`src/pkg/gap_pkg.sv`:
```
// gap_pkg: register map, field positions, alarm indices and carrier types
// for the generator-set alarm and protection block.
// assumes a 125 MHz system clock and a plain address/strobe register port.
package gap_pkg;
	// ==========================================================
	// timing
	localparam int CLK_PERIOD_NS = 8;
	localparam int TICK_PERIOD_NS = 1000000; // 1 ms time base for the excess period
	localparam int TICK_CYCLES = TICK_PERIOD_NS / CLK_PERIOD_NS;
	// ==========================================================
	// widths
	localparam int ADDR_W = 8;
	localparam int DATA_W = 32;
	localparam int MEAS_W = 16;
	localparam int EF_ACC_W = 24;
	localparam int EF_ACC_SHIFT = 8;
	localparam int CRANK_W = 4;
	// ==========================================================
	// register byte addresses
	localparam logic [7:0] ADR_CTRL = 8'h00;
	localparam logic [7:0] ADR_HC_TRIP = 8'h04;
	localparam logic [7:0] ADR_HC_PERIOD = 8'h08;
	localparam logic [7:0] ADR_OS_TRIP = 8'h0c;
	localparam logic [7:0] ADR_OS_MARGIN = 8'h10;
	localparam logic [7:0] ADR_US_TRIP = 8'h14;
	localparam logic [7:0] ADR_OIL_TRIP = 8'h18;
	localparam logic [7:0] ADR_TEMP_TRIP = 8'h1c;
	localparam logic [7:0] ADR_FUEL_LIMIT = 8'h20;
	localparam logic [7:0] ADR_EF_TRIP = 8'h24;
	localparam logic [7:0] ADR_EF_CURVE = 8'h28;
	localparam logic [7:0] ADR_CRANK_MAX = 8'h2c;
	localparam logic [7:0] ADR_STATUS = 8'h30;
	localparam logic [7:0] ADR_CAUSE = 8'h34;
	// control register fields
	localparam int CTRL_LATCH_ALL = 0;
	localparam int CTRL_PROT_DIS = 1;
	localparam int CTRL_ROT_DIR = 2;
	localparam int CTRL_OVERSHOOT = 3;
	localparam int CTRL_W = 4;
	localparam logic [CTRL_W-1:0] CTRL_RST = 4'h0;
	localparam logic [MEAS_W-1:0] TRIP_RST = 16'hffff; // trips disarmed until set
	localparam logic [MEAS_W-1:0] LOW_TRIP_RST = 16'h0000;
	localparam logic [MEAS_W-1:0] PERIOD_RST = 16'h0064;
	localparam logic [CRANK_W-1:0] CRANK_RST = 4'h3;
	// ==========================================================
	// shutdown alarm indices
	localparam int SD_EARTH = 0;
	localparam int SD_START = 1;
	localparam int SD_ESTOP = 2;
	localparam int SD_OIL = 3;
	localparam int SD_TEMP = 4;
	localparam int SD_FUEL = 5;
	localparam int SD_ROT = 6;
	localparam int SD_OVER = 7;
	localparam int SD_UNDER = 8;
	localparam int SD_HICUR = 9;
	localparam int N_SD = 10;
	// status register fields above the shutdown bits
	localparam int ST_WARN = 16;
	localparam int ST_STOP = 17;
	localparam int ST_PROT_DIS = 18;
	// ==========================================================
	// measurements from the front-end logic
	typedef struct packed {
		logic [MEAS_W-1:0] speed;
		logic [MEAS_W-1:0] current;
		logic [MEAS_W-1:0] oil;
		logic [MEAS_W-1:0] temp;
		logic [MEAS_W-1:0] fuel_rate;
		logic [MEAS_W-1:0] ef_current;
	} gap_meas_t;
	// engine sequence flags from the start logic
	typedef struct packed {
		logic safety_on;
		logic starting;
		logic fired;
		logic crank_end;
		logic rot_valid;
		logic rot_reverse;
	} gap_seq_t;
endpackage

```
`src/gap_alarm.sv`:
```
// gap_alarm: alarm and protection logic of a generator-set controller.
// assumes measurements and sequence flags come from logic on mclk; the
// emergency stop and stop/reset button arrive from pins.
//
// What this block does
// - warn when output current exceeds trip
// - long high current escalates to shutdown
// - warning self-clears by default
// - latch-all option holds warning until reset
// - protections disabled: indicate, keep running
// - shutdowns latch and command stop
// - reset ignored while cause persists
// - safety-armed alarms resettable at rest
// - earth fault via inverse time curve
// - fail to start after crank attempts
// - failsafe emergency stop shuts down
// - low oil pressure after safety timer
// - high coolant temperature after safety timer
// - fuel usage above limit shuts down
// - wrong phase rotation shuts down
// - overspeed above trip shuts down
// - optional start-up overspeed margin
// - underspeed after safety timer
`timescale 1ns/1ps
module gap_alarm #(
	parameter int TICK_CYCLES = gap_pkg::TICK_CYCLES,
	parameter int MEAS_W = gap_pkg::MEAS_W
) (
	input wire logic mclk,
	input wire logic sys_rst,
	input wire logic [gap_pkg::ADDR_W-1:0] reg_addr,
	input wire logic [gap_pkg::DATA_W-1:0] reg_wdata,
	input wire logic reg_wr,
	input wire logic reg_rd,
	output logic [gap_pkg::DATA_W-1:0] reg_rdata,
	input wire gap_pkg::gap_meas_t meas,
	input wire gap_pkg::gap_seq_t seq,
	input wire logic estop_ok,
	input wire logic stop_reset_btn,
	output logic stop_cmd,
	output logic warn_hicur,
	output logic [gap_pkg::N_SD-1:0] sd_alarm,
	output logic prot_disabled
);
	// ==========================================================
	// pin synchronisers and time base
	logic estop_s1_reg, estop_s2_reg;
	logic btn_s1_reg, btn_s2_reg, btn_s3_reg;
	logic [$clog2(TICK_CYCLES+1)-1:0] div_reg;
	logic tick;
	logic rst_evt;

	// two flops on the estop pin, three on the button; estop uses the second stage, the button edge the second and third
	always_ff @(posedge mclk) begin
		if (sys_rst) begin
			estop_s1_reg <= 1'b0;
			estop_s2_reg <= 1'b0;
			btn_s1_reg <= 1'b0;
			btn_s2_reg <= 1'b0;
			btn_s3_reg <= 1'b0;
		end else begin
			estop_s1_reg <= estop_ok;
			estop_s2_reg <= estop_s1_reg;
			btn_s1_reg <= stop_reset_btn;
			btn_s2_reg <= btn_s1_reg;
			btn_s3_reg <= btn_s2_reg;
		end
	end
	// a held button resets once, on the press
	assign rst_evt = btn_s2_reg & ~btn_s3_reg;

	// 1 ms enable for the excess period
	assign tick = (div_reg == $bits(div_reg)'(TICK_CYCLES - 1));
	always_ff @(posedge mclk) begin
		if (sys_rst) div_reg <= '0;
		else div_reg <= tick ? '0 : div_reg + 1'b1;
	end

	// ==========================================================
	// register file
	logic [gap_pkg::CTRL_W-1:0] ctrl_reg;
	logic [MEAS_W-1:0] hc_trip_reg, hc_period_reg, os_trip_reg, os_margin_reg;
	logic [MEAS_W-1:0] us_trip_reg, oil_trip_reg, temp_trip_reg, fuel_limit_reg;
	logic [MEAS_W-1:0] ef_trip_reg, ef_curve_reg;
	logic [gap_pkg::CRANK_W-1:0] crank_max_reg;
	logic [gap_pkg::DATA_W-1:0] rdata_next;
	logic [gap_pkg::DATA_W-1:0] status_word, cause_word;
	logic latch_all, prot_dis, rot_dir, overshoot_en;
	logic [MEAS_W-1:0] wr_meas;

	assign wr_meas = reg_wdata[MEAS_W-1:0];
	assign latch_all = ctrl_reg[gap_pkg::CTRL_LATCH_ALL];
	assign prot_dis = ctrl_reg[gap_pkg::CTRL_PROT_DIS];
	assign rot_dir = ctrl_reg[gap_pkg::CTRL_ROT_DIR];
	assign overshoot_en = ctrl_reg[gap_pkg::CTRL_OVERSHOOT];

	// configuration writes; unmapped writes are dropped
	always_ff @(posedge mclk) begin
		if (sys_rst) begin
			ctrl_reg <= gap_pkg::CTRL_RST;
			hc_trip_reg <= gap_pkg::TRIP_RST;
			hc_period_reg <= gap_pkg::PERIOD_RST;
			os_trip_reg <= gap_pkg::TRIP_RST;
			os_margin_reg <= gap_pkg::LOW_TRIP_RST;
			us_trip_reg <= gap_pkg::LOW_TRIP_RST;
			oil_trip_reg <= gap_pkg::LOW_TRIP_RST;
			temp_trip_reg <= gap_pkg::TRIP_RST;
			fuel_limit_reg <= gap_pkg::TRIP_RST;
			ef_trip_reg <= gap_pkg::TRIP_RST;
			ef_curve_reg <= gap_pkg::TRIP_RST;
			crank_max_reg <= gap_pkg::CRANK_RST;
		end else if (reg_wr) begin
			case (reg_addr)
				gap_pkg::ADR_CTRL: ctrl_reg <= reg_wdata[gap_pkg::CTRL_W-1:0];
				gap_pkg::ADR_HC_TRIP: hc_trip_reg <= wr_meas;
				gap_pkg::ADR_HC_PERIOD: hc_period_reg <= wr_meas;
				gap_pkg::ADR_OS_TRIP: os_trip_reg <= wr_meas;
				gap_pkg::ADR_OS_MARGIN: os_margin_reg <= wr_meas;
				gap_pkg::ADR_US_TRIP: us_trip_reg <= wr_meas;
				gap_pkg::ADR_OIL_TRIP: oil_trip_reg <= wr_meas;
				gap_pkg::ADR_TEMP_TRIP: temp_trip_reg <= wr_meas;
				gap_pkg::ADR_FUEL_LIMIT: fuel_limit_reg <= wr_meas;
				gap_pkg::ADR_EF_TRIP: ef_trip_reg <= wr_meas;
				gap_pkg::ADR_EF_CURVE: ef_curve_reg <= wr_meas;
				gap_pkg::ADR_CRANK_MAX: crank_max_reg <= reg_wdata[gap_pkg::CRANK_W-1:0];
				default: ;
			endcase
		end
	end

	// read mux; unmapped addresses read zero
	always_comb begin
		rdata_next = '0;
		case (reg_addr)
			gap_pkg::ADR_CTRL: rdata_next = 32'(ctrl_reg);
			gap_pkg::ADR_HC_TRIP: rdata_next = 32'(hc_trip_reg);
			gap_pkg::ADR_HC_PERIOD: rdata_next = 32'(hc_period_reg);
			gap_pkg::ADR_OS_TRIP: rdata_next = 32'(os_trip_reg);
			gap_pkg::ADR_OS_MARGIN: rdata_next = 32'(os_margin_reg);
			gap_pkg::ADR_US_TRIP: rdata_next = 32'(us_trip_reg);
			gap_pkg::ADR_OIL_TRIP: rdata_next = 32'(oil_trip_reg);
			gap_pkg::ADR_TEMP_TRIP: rdata_next = 32'(temp_trip_reg);
			gap_pkg::ADR_FUEL_LIMIT: rdata_next = 32'(fuel_limit_reg);
			gap_pkg::ADR_EF_TRIP: rdata_next = 32'(ef_trip_reg);
			gap_pkg::ADR_EF_CURVE: rdata_next = 32'(ef_curve_reg);
			gap_pkg::ADR_CRANK_MAX: rdata_next = 32'(crank_max_reg);
			gap_pkg::ADR_STATUS: rdata_next = status_word;
			gap_pkg::ADR_CAUSE: rdata_next = cause_word;
			default: rdata_next = '0;
		endcase
	end

	// read data stands only in the cycle after the strobe
	always_ff @(posedge mclk) begin
		if (sys_rst) reg_rdata <= '0;
		else reg_rdata <= reg_rd ? rdata_next : '0;
	end

	// ==========================================================
	// alarm conditions
	logic [gap_pkg::N_SD-1:0] cond, clr_block, sd_reg, sd_next;
	logic [MEAS_W:0] os_limit;
	logic [MEAS_W-1:0] hc_cnt_reg;
	logic [gap_pkg::EF_ACC_W-1:0] ef_acc_reg;
	logic [gap_pkg::CRANK_W-1:0] crank_cnt_reg;
	logic hc_over, hc_hit, ef_over, ef_curve_hit, warn_reg;

	// start-up margin widens the overspeed trip while starting
	assign os_limit = (overshoot_en && seq.starting) ?
		{1'b0, os_trip_reg} + {1'b0, os_margin_reg} : {1'b0, os_trip_reg};
	assign hc_over = meas.current > hc_trip_reg;
	assign hc_hit = hc_over && (hc_cnt_reg >= hc_period_reg);
	assign ef_over = meas.ef_current > ef_trip_reg;
	assign ef_curve_hit = ef_acc_reg[gap_pkg::EF_ACC_W-1:gap_pkg::EF_ACC_SHIFT] >= ef_curve_reg;

	assign cond[gap_pkg::SD_EARTH] = ef_over && ef_curve_hit;
	// the press that clears the count must not set the alarm again
	assign cond[gap_pkg::SD_START] = !seq.fired && !rst_evt && (crank_max_reg != '0) &&
		(crank_cnt_reg >= crank_max_reg);
	assign cond[gap_pkg::SD_ESTOP] = !estop_s2_reg;
	assign cond[gap_pkg::SD_OIL] = seq.safety_on && (meas.oil < oil_trip_reg);
	assign cond[gap_pkg::SD_TEMP] = seq.safety_on && (meas.temp > temp_trip_reg);
	assign cond[gap_pkg::SD_FUEL] = meas.fuel_rate > fuel_limit_reg;
	assign cond[gap_pkg::SD_ROT] = seq.rot_valid && (seq.rot_reverse != rot_dir);
	assign cond[gap_pkg::SD_OVER] = {1'b0, meas.speed} > os_limit;
	assign cond[gap_pkg::SD_UNDER] = seq.safety_on && (meas.speed < us_trip_reg);
	assign cond[gap_pkg::SD_HICUR] = hc_hit;

	// a reset is refused while the cause stands; the crank count is
	// cleared by the press, so fail to start never blocks its own reset
	assign clr_block = cond & ~(gap_pkg::N_SD'(1) << gap_pkg::SD_START);
	// safety-armed causes are gated by the arming timer, so at rest they
	// are already low and the press clears them

	// excess period counter, restarts when current drops
	always_ff @(posedge mclk) begin
		if (sys_rst || !hc_over) hc_cnt_reg <= '0;
		else if (tick && !hc_hit) hc_cnt_reg <= hc_cnt_reg + 1'b1;
	end

	// inverse time accumulator: grows by the excess, clears at once when at or below trip
	always_ff @(posedge mclk) begin
		if (sys_rst || !ef_over) ef_acc_reg <= '0;
		else if (tick && !(&ef_acc_reg)) ef_acc_reg <= ef_acc_reg +
			gap_pkg::EF_ACC_W'(meas.ef_current - ef_trip_reg);
	end

	// failed crank attempts; firing or a reset press starts over
	always_ff @(posedge mclk) begin
		if (sys_rst || seq.fired || rst_evt) crank_cnt_reg <= '0;
		else if (seq.crank_end && !(&crank_cnt_reg)) crank_cnt_reg <= crank_cnt_reg + 1'b1;
	end

	// ==========================================================
	// latched shutdowns: set wins over the reset press
	genvar gi;
	generate
		for (gi = 0; gi < gap_pkg::N_SD; gi++) begin : g_sd
			assign sd_next[gi] = cond[gi] | (sd_reg[gi] & ~(rst_evt & ~clr_block[gi]));
		end
	endgenerate

	always_ff @(posedge mclk) begin
		if (sys_rst) sd_reg <= '0;
		else sd_reg <= sd_next;
	end

	// high current warning: self-resetting unless latch-all is set
	always_ff @(posedge mclk) begin
		if (sys_rst) warn_reg <= 1'b0;
		else warn_reg <= hc_over | (latch_all & warn_reg & ~rst_evt);
	end

	// protections disabled keeps alarms shown but never stops the set
	assign stop_cmd = (|sd_reg) & ~prot_dis;
	assign sd_alarm = sd_reg;
	assign warn_hicur = warn_reg;
	assign prot_disabled = prot_dis;

	// status and live cause words for software
	assign status_word = {13'h0000, prot_dis, stop_cmd, warn_reg, 6'h00, sd_reg};
	assign cause_word = {15'h0000, hc_over, 6'h00, cond};

	// shutdowns whose cause still stands at a press
	logic [gap_pkg::N_SD-1:0] sd_blocked;
	assign sd_blocked = sd_reg & clr_block;
endmodule

```
`config.mk`:
```
export PLATFORM = sky130hd
export DESIGN_NAME = gap_alarm
export DESIGN_NICKNAME = d
export VERILOG_FILES = /design/src/pkg/gap_pkg.sv /design/src/gap_alarm.sv
export SDC_FILE = /design/constraint.sdc
export NUM_CORES = 1
export LEC_CHECK = 0
export BUFFER_PORTS_ARGS = -buffer_cell sky130_fd_sc_hd__buf_4
export CORE_AREA = 8 8 243 245
export DETAILED_ROUTE_END_ITERATION = 6
export DIE_AREA = 0 0 251 253
export HOLD_SLACK_MARGIN = 0.06
export SLEW_MARGIN = 10
export SYNTH_ARGS = -nofsm -noshare
export SYNTH_HDL_FRONTEND = slang
export SYNTH_SLANG_ARGS = --single-unit
```
`constraint.sdc`:
```
create_clock -name mclk -period 4.7 [get_ports mclk]
set_input_delay 0.47 -clock mclk [delete_from_list [all_inputs] [get_ports mclk]]
set_output_delay 0.47 -clock mclk [all_outputs]
set_load 0.1 [all_outputs]
```
==> qor.yml <==
sta:
  fmaxAchievable_ghz: 0.234
  maxSlewViolCount: 0
  period_minus_slack_ns: 4.28
  fin_worst_skew_ns: 0.0323
  hold_violations: 0
  finalSetupViolCount: 0
  slew_headroom_pct: 31.5
  finalSetupTns_ns: 0
  tightest_slew_ns: 1.03
  finalCritPeriodShare_pct: 91.0
  rsz0062_at_grt: "false"
synth:
  yosys.cell_types.count: 71
  synth-async-reset-ratio_pct: 0
  synth_commonest_cells: "351 x nand2_1, 264 x dfxtp_1, 188 x ha_1"
  syn_avg_cell_area_um2: 7.96
  ys_ff_latch: 264
  muxShareOfSynthArea_pct: 0.499
  synthTopCellsByArea: "dfxtp_1 32%, ha_1 14%, nand2_1 8.1%"
  synth_most_common_cell: "nand2_1"
  synth_compound_area_share_pct: 23.1
  ys_warn_count: 0
  yosys.area_share.xor_xnor_pct: 3.28
  syn_inst: 2049
  synth_adder_area_share_pct: 14.8
  ys_seq_area_share_pct: 32.4
  synthSimpleGateAreaFrac_pct: 19.3
  syn_area_um2: 16300
  synth_top_area_cell: "dfxtp_1"
  synth_top_family_by_area: "compound AO/OA/AOI/OAI gates"
  synth_top_area_share_pct: 32.4
  yosys_most_used_dff: "dfxtp_1"
  synth_edf_count: 0
clock_tree:
  clk_pin_slew_ns: 0.06
  cts_buffer_depth: 3
  numCtsBuffers: 34
  clk_latency_ns: 0.55
  cts_sinks: 264
  cts_setup_buffers: 0
  cts_max_level: 2
  cts_tree: "done"
  cts-root-buf: "clkbuf_16"
placement:
  dpl_cell_area_um2: 18300
  io_buffers: 163
  gp_congestion: 0.981
  hpwl_um: 48800
  dp_cells: 2858
layout:
  multi_input_area_um2: 10000
  largest_reg_flops: 24
  area_delta_synth_final_pct: 19.5
  final_nets: 2521
  utilization_pct: 35.1
  design_area_um2: 19500
  stdcell_count: 2918
  drive_above_1_share_pct: 12.8
  nFillCells: 5722
  seqCellArea_um2: 5290
flow_run:
  maxCapViolCount: 0
setup_path:
  critical_path_arrival_ns: 4.75
  crit_chain: "ha_1 > inv_1 > fa_1 > a21o_1 > a21oi_1 > nand2b_1 > a21oi_1 > a21oi_1 > nor2b_1 > o21ai_0 > nand2b_1 > xor2_1 > ha_1 > a21oi_1 > o22ai_1 > a211o_1 > o21ai_2 > o31ai_2 > a21oi_2 > nor3b_1 > or4b_1 > a21oi_1"
  required_ns: 5.18
  start_kind: "flop"
  crit_fanout: 4
  path_buf_inv: 1
  crit_family: "compound AO/OA/AOI/OAI gates"
  critPathKind: "reg -> reg"
  cp_slowest_stage_delay_ns: 0.50
  slowest_stage: "or4b_1"
  cp-end-kind: "flop"
  crit_top_cell: "a21oi_1"
detailed_routing:
  route.detailed.drc: 0
  num_vias: 15824
  routed_wirelength_um: 63300
  drt_first_iter_violations: 1490
  drt_pass1_iterations: 7
  via_per_inst: 5.42
  avgRoutedWirePerCell_um: 21.7
  ant_nets: 0
floorplanning:
  die_area_um2: 63500
  core_area_um2: 55500
  start_util_pct: 29.4
  core.rowCount: 87
  io_pins: 193
  die_h_um: 253
  die_x_um: 251
global_routing:
  grt_max_degree: 57
  gr-total-overflow: 0
  gr-usage-all-layers_pct: 19.2
  antenna_found_initial: 2
  grt_pass1_wl_um: 93800
  grt_pass1_vias: 15260
pwr:
  powerDensity_nw_per_um2: 285
  p_leak_nw: 8.56
  irDropWorstVdd_v: 0.000197
  power_mw: 5.55
hold_path:
  hold_path.class: "in -> reg"
run_status:
  outcome: "finished, final reports clean"
-- metal layers --
| layer | GRT usage (%) | share of wire, % |
|---|---|---|
| met1 | 24.0 | 42 |
| met2 | 31.7 | 46 |
| met3 | 3.19 | 7.2 |
| met4 | 9.71 | 5.3 |
| met5 | 0 | 0 |
-- cells by family (layout without fill, tap and decap cells) --
family	Yosys count	after routing
AOI/OAI and AO/OA	563	563
xor gates and xnor gates	61	61
adders and majority gates	191	191
buffers and inverters	270	414
DFF	264	264
muxes	8	8
other	1	14
and+or+nand+nor	691	691
-- stage by stage --
step	hold WS (ns)	worst slack [ns]
after global routing	0.148	0.0191
after floorplan	0.402	0.327
after global placement	0.430	0.00421
final	0.149	0.424
after detailed placement	0.434	0.00351
after CTS	0.125	0.184
-- where the power goes --
group	leakage, nW	switching [mW]	internal, mW
sequential	2.13	0.0115	2.25
clock	0.587	1.05	1.79
combinational	5.84	0.293	0.159
total	8.56	1.36	4.19
-- cells in the final DEF, fill, tap and decap left out, types with 7 or more instances in the layout --
cell type and count:
nand2_1 351, dfxtp_1 263, buf_4 199, ha_1 188, a21oi_1 184, inv_1 155, nor2_1 96, o211ai_1 90
nand3_1 62, a21o_1 50, o21ai_0 45, xnor2_1 37, clkbuf_16 35, a22oi_1 31, nand4_1 29, a221oi_1 28
xor2_1 24, nand2b_1 24, a31oi_1 23, a22o_1 22, nor2b_1 21, nor3_1 16, o21a_1 15, and3_1 15
conb_1 13, or3_1 12, and2_1 10, nor4_1 10, or4_1 9, o31ai_1 8, a211oi_1 8, o21bai_1 7
mux2i_1 7, a222oi_1 7
-- worst reg2reg max path: cells and delay by family (launching register included) --
kind	cells	cell delay [ns]
adder cells (fa/ha/maj)	3	0.87
AO/OA/AOI/OAI	12	1.92
XOR/XNOR	1	0.15
buffers and inverters	1	0.05
flip-flops	1	0.36
AND/OR/NAND/NOR	5	0.88
-- what timing repair did --
action | CTS | global route
hold buffers | 0 | 0
setup endpoints to repair | 0 | 4
resized for setup | 0 | 5
-- worst paths after layout --
path	depth (start not counted)	slack, ns	endpoint	from
worst max-delay path	22	0.42	ef_acc_reg[23]$_SDFFE_PP0P_	ef_trip_reg[0]$_SDFFE_PP1P_
worst max register to register	22	0.42	ef_acc_reg[23]$_SDFFE_PP0P_	ef_trip_reg[0]$_SDFFE_PP1P_
worst min register to register	1	0.45	estop_s2_reg$_SDFF_PP0_	estop_s1_reg$_SDFF_PP0_
worst min-delay path	2	0.15	estop_s1_reg$_SDFF_PP0_	estop_ok
-- layout make-up --
type	count	share of cell area, %
antenna	1	0.0128
clock buffer	47	5.03
clock inverter	12	1.13
inverter	156	3.00
multi-input combinational	1527	51.5
sequential	264	27.1
tap	712	4.57
timing repair buffer	199	7.67
(Power assumes the default switching activity.)
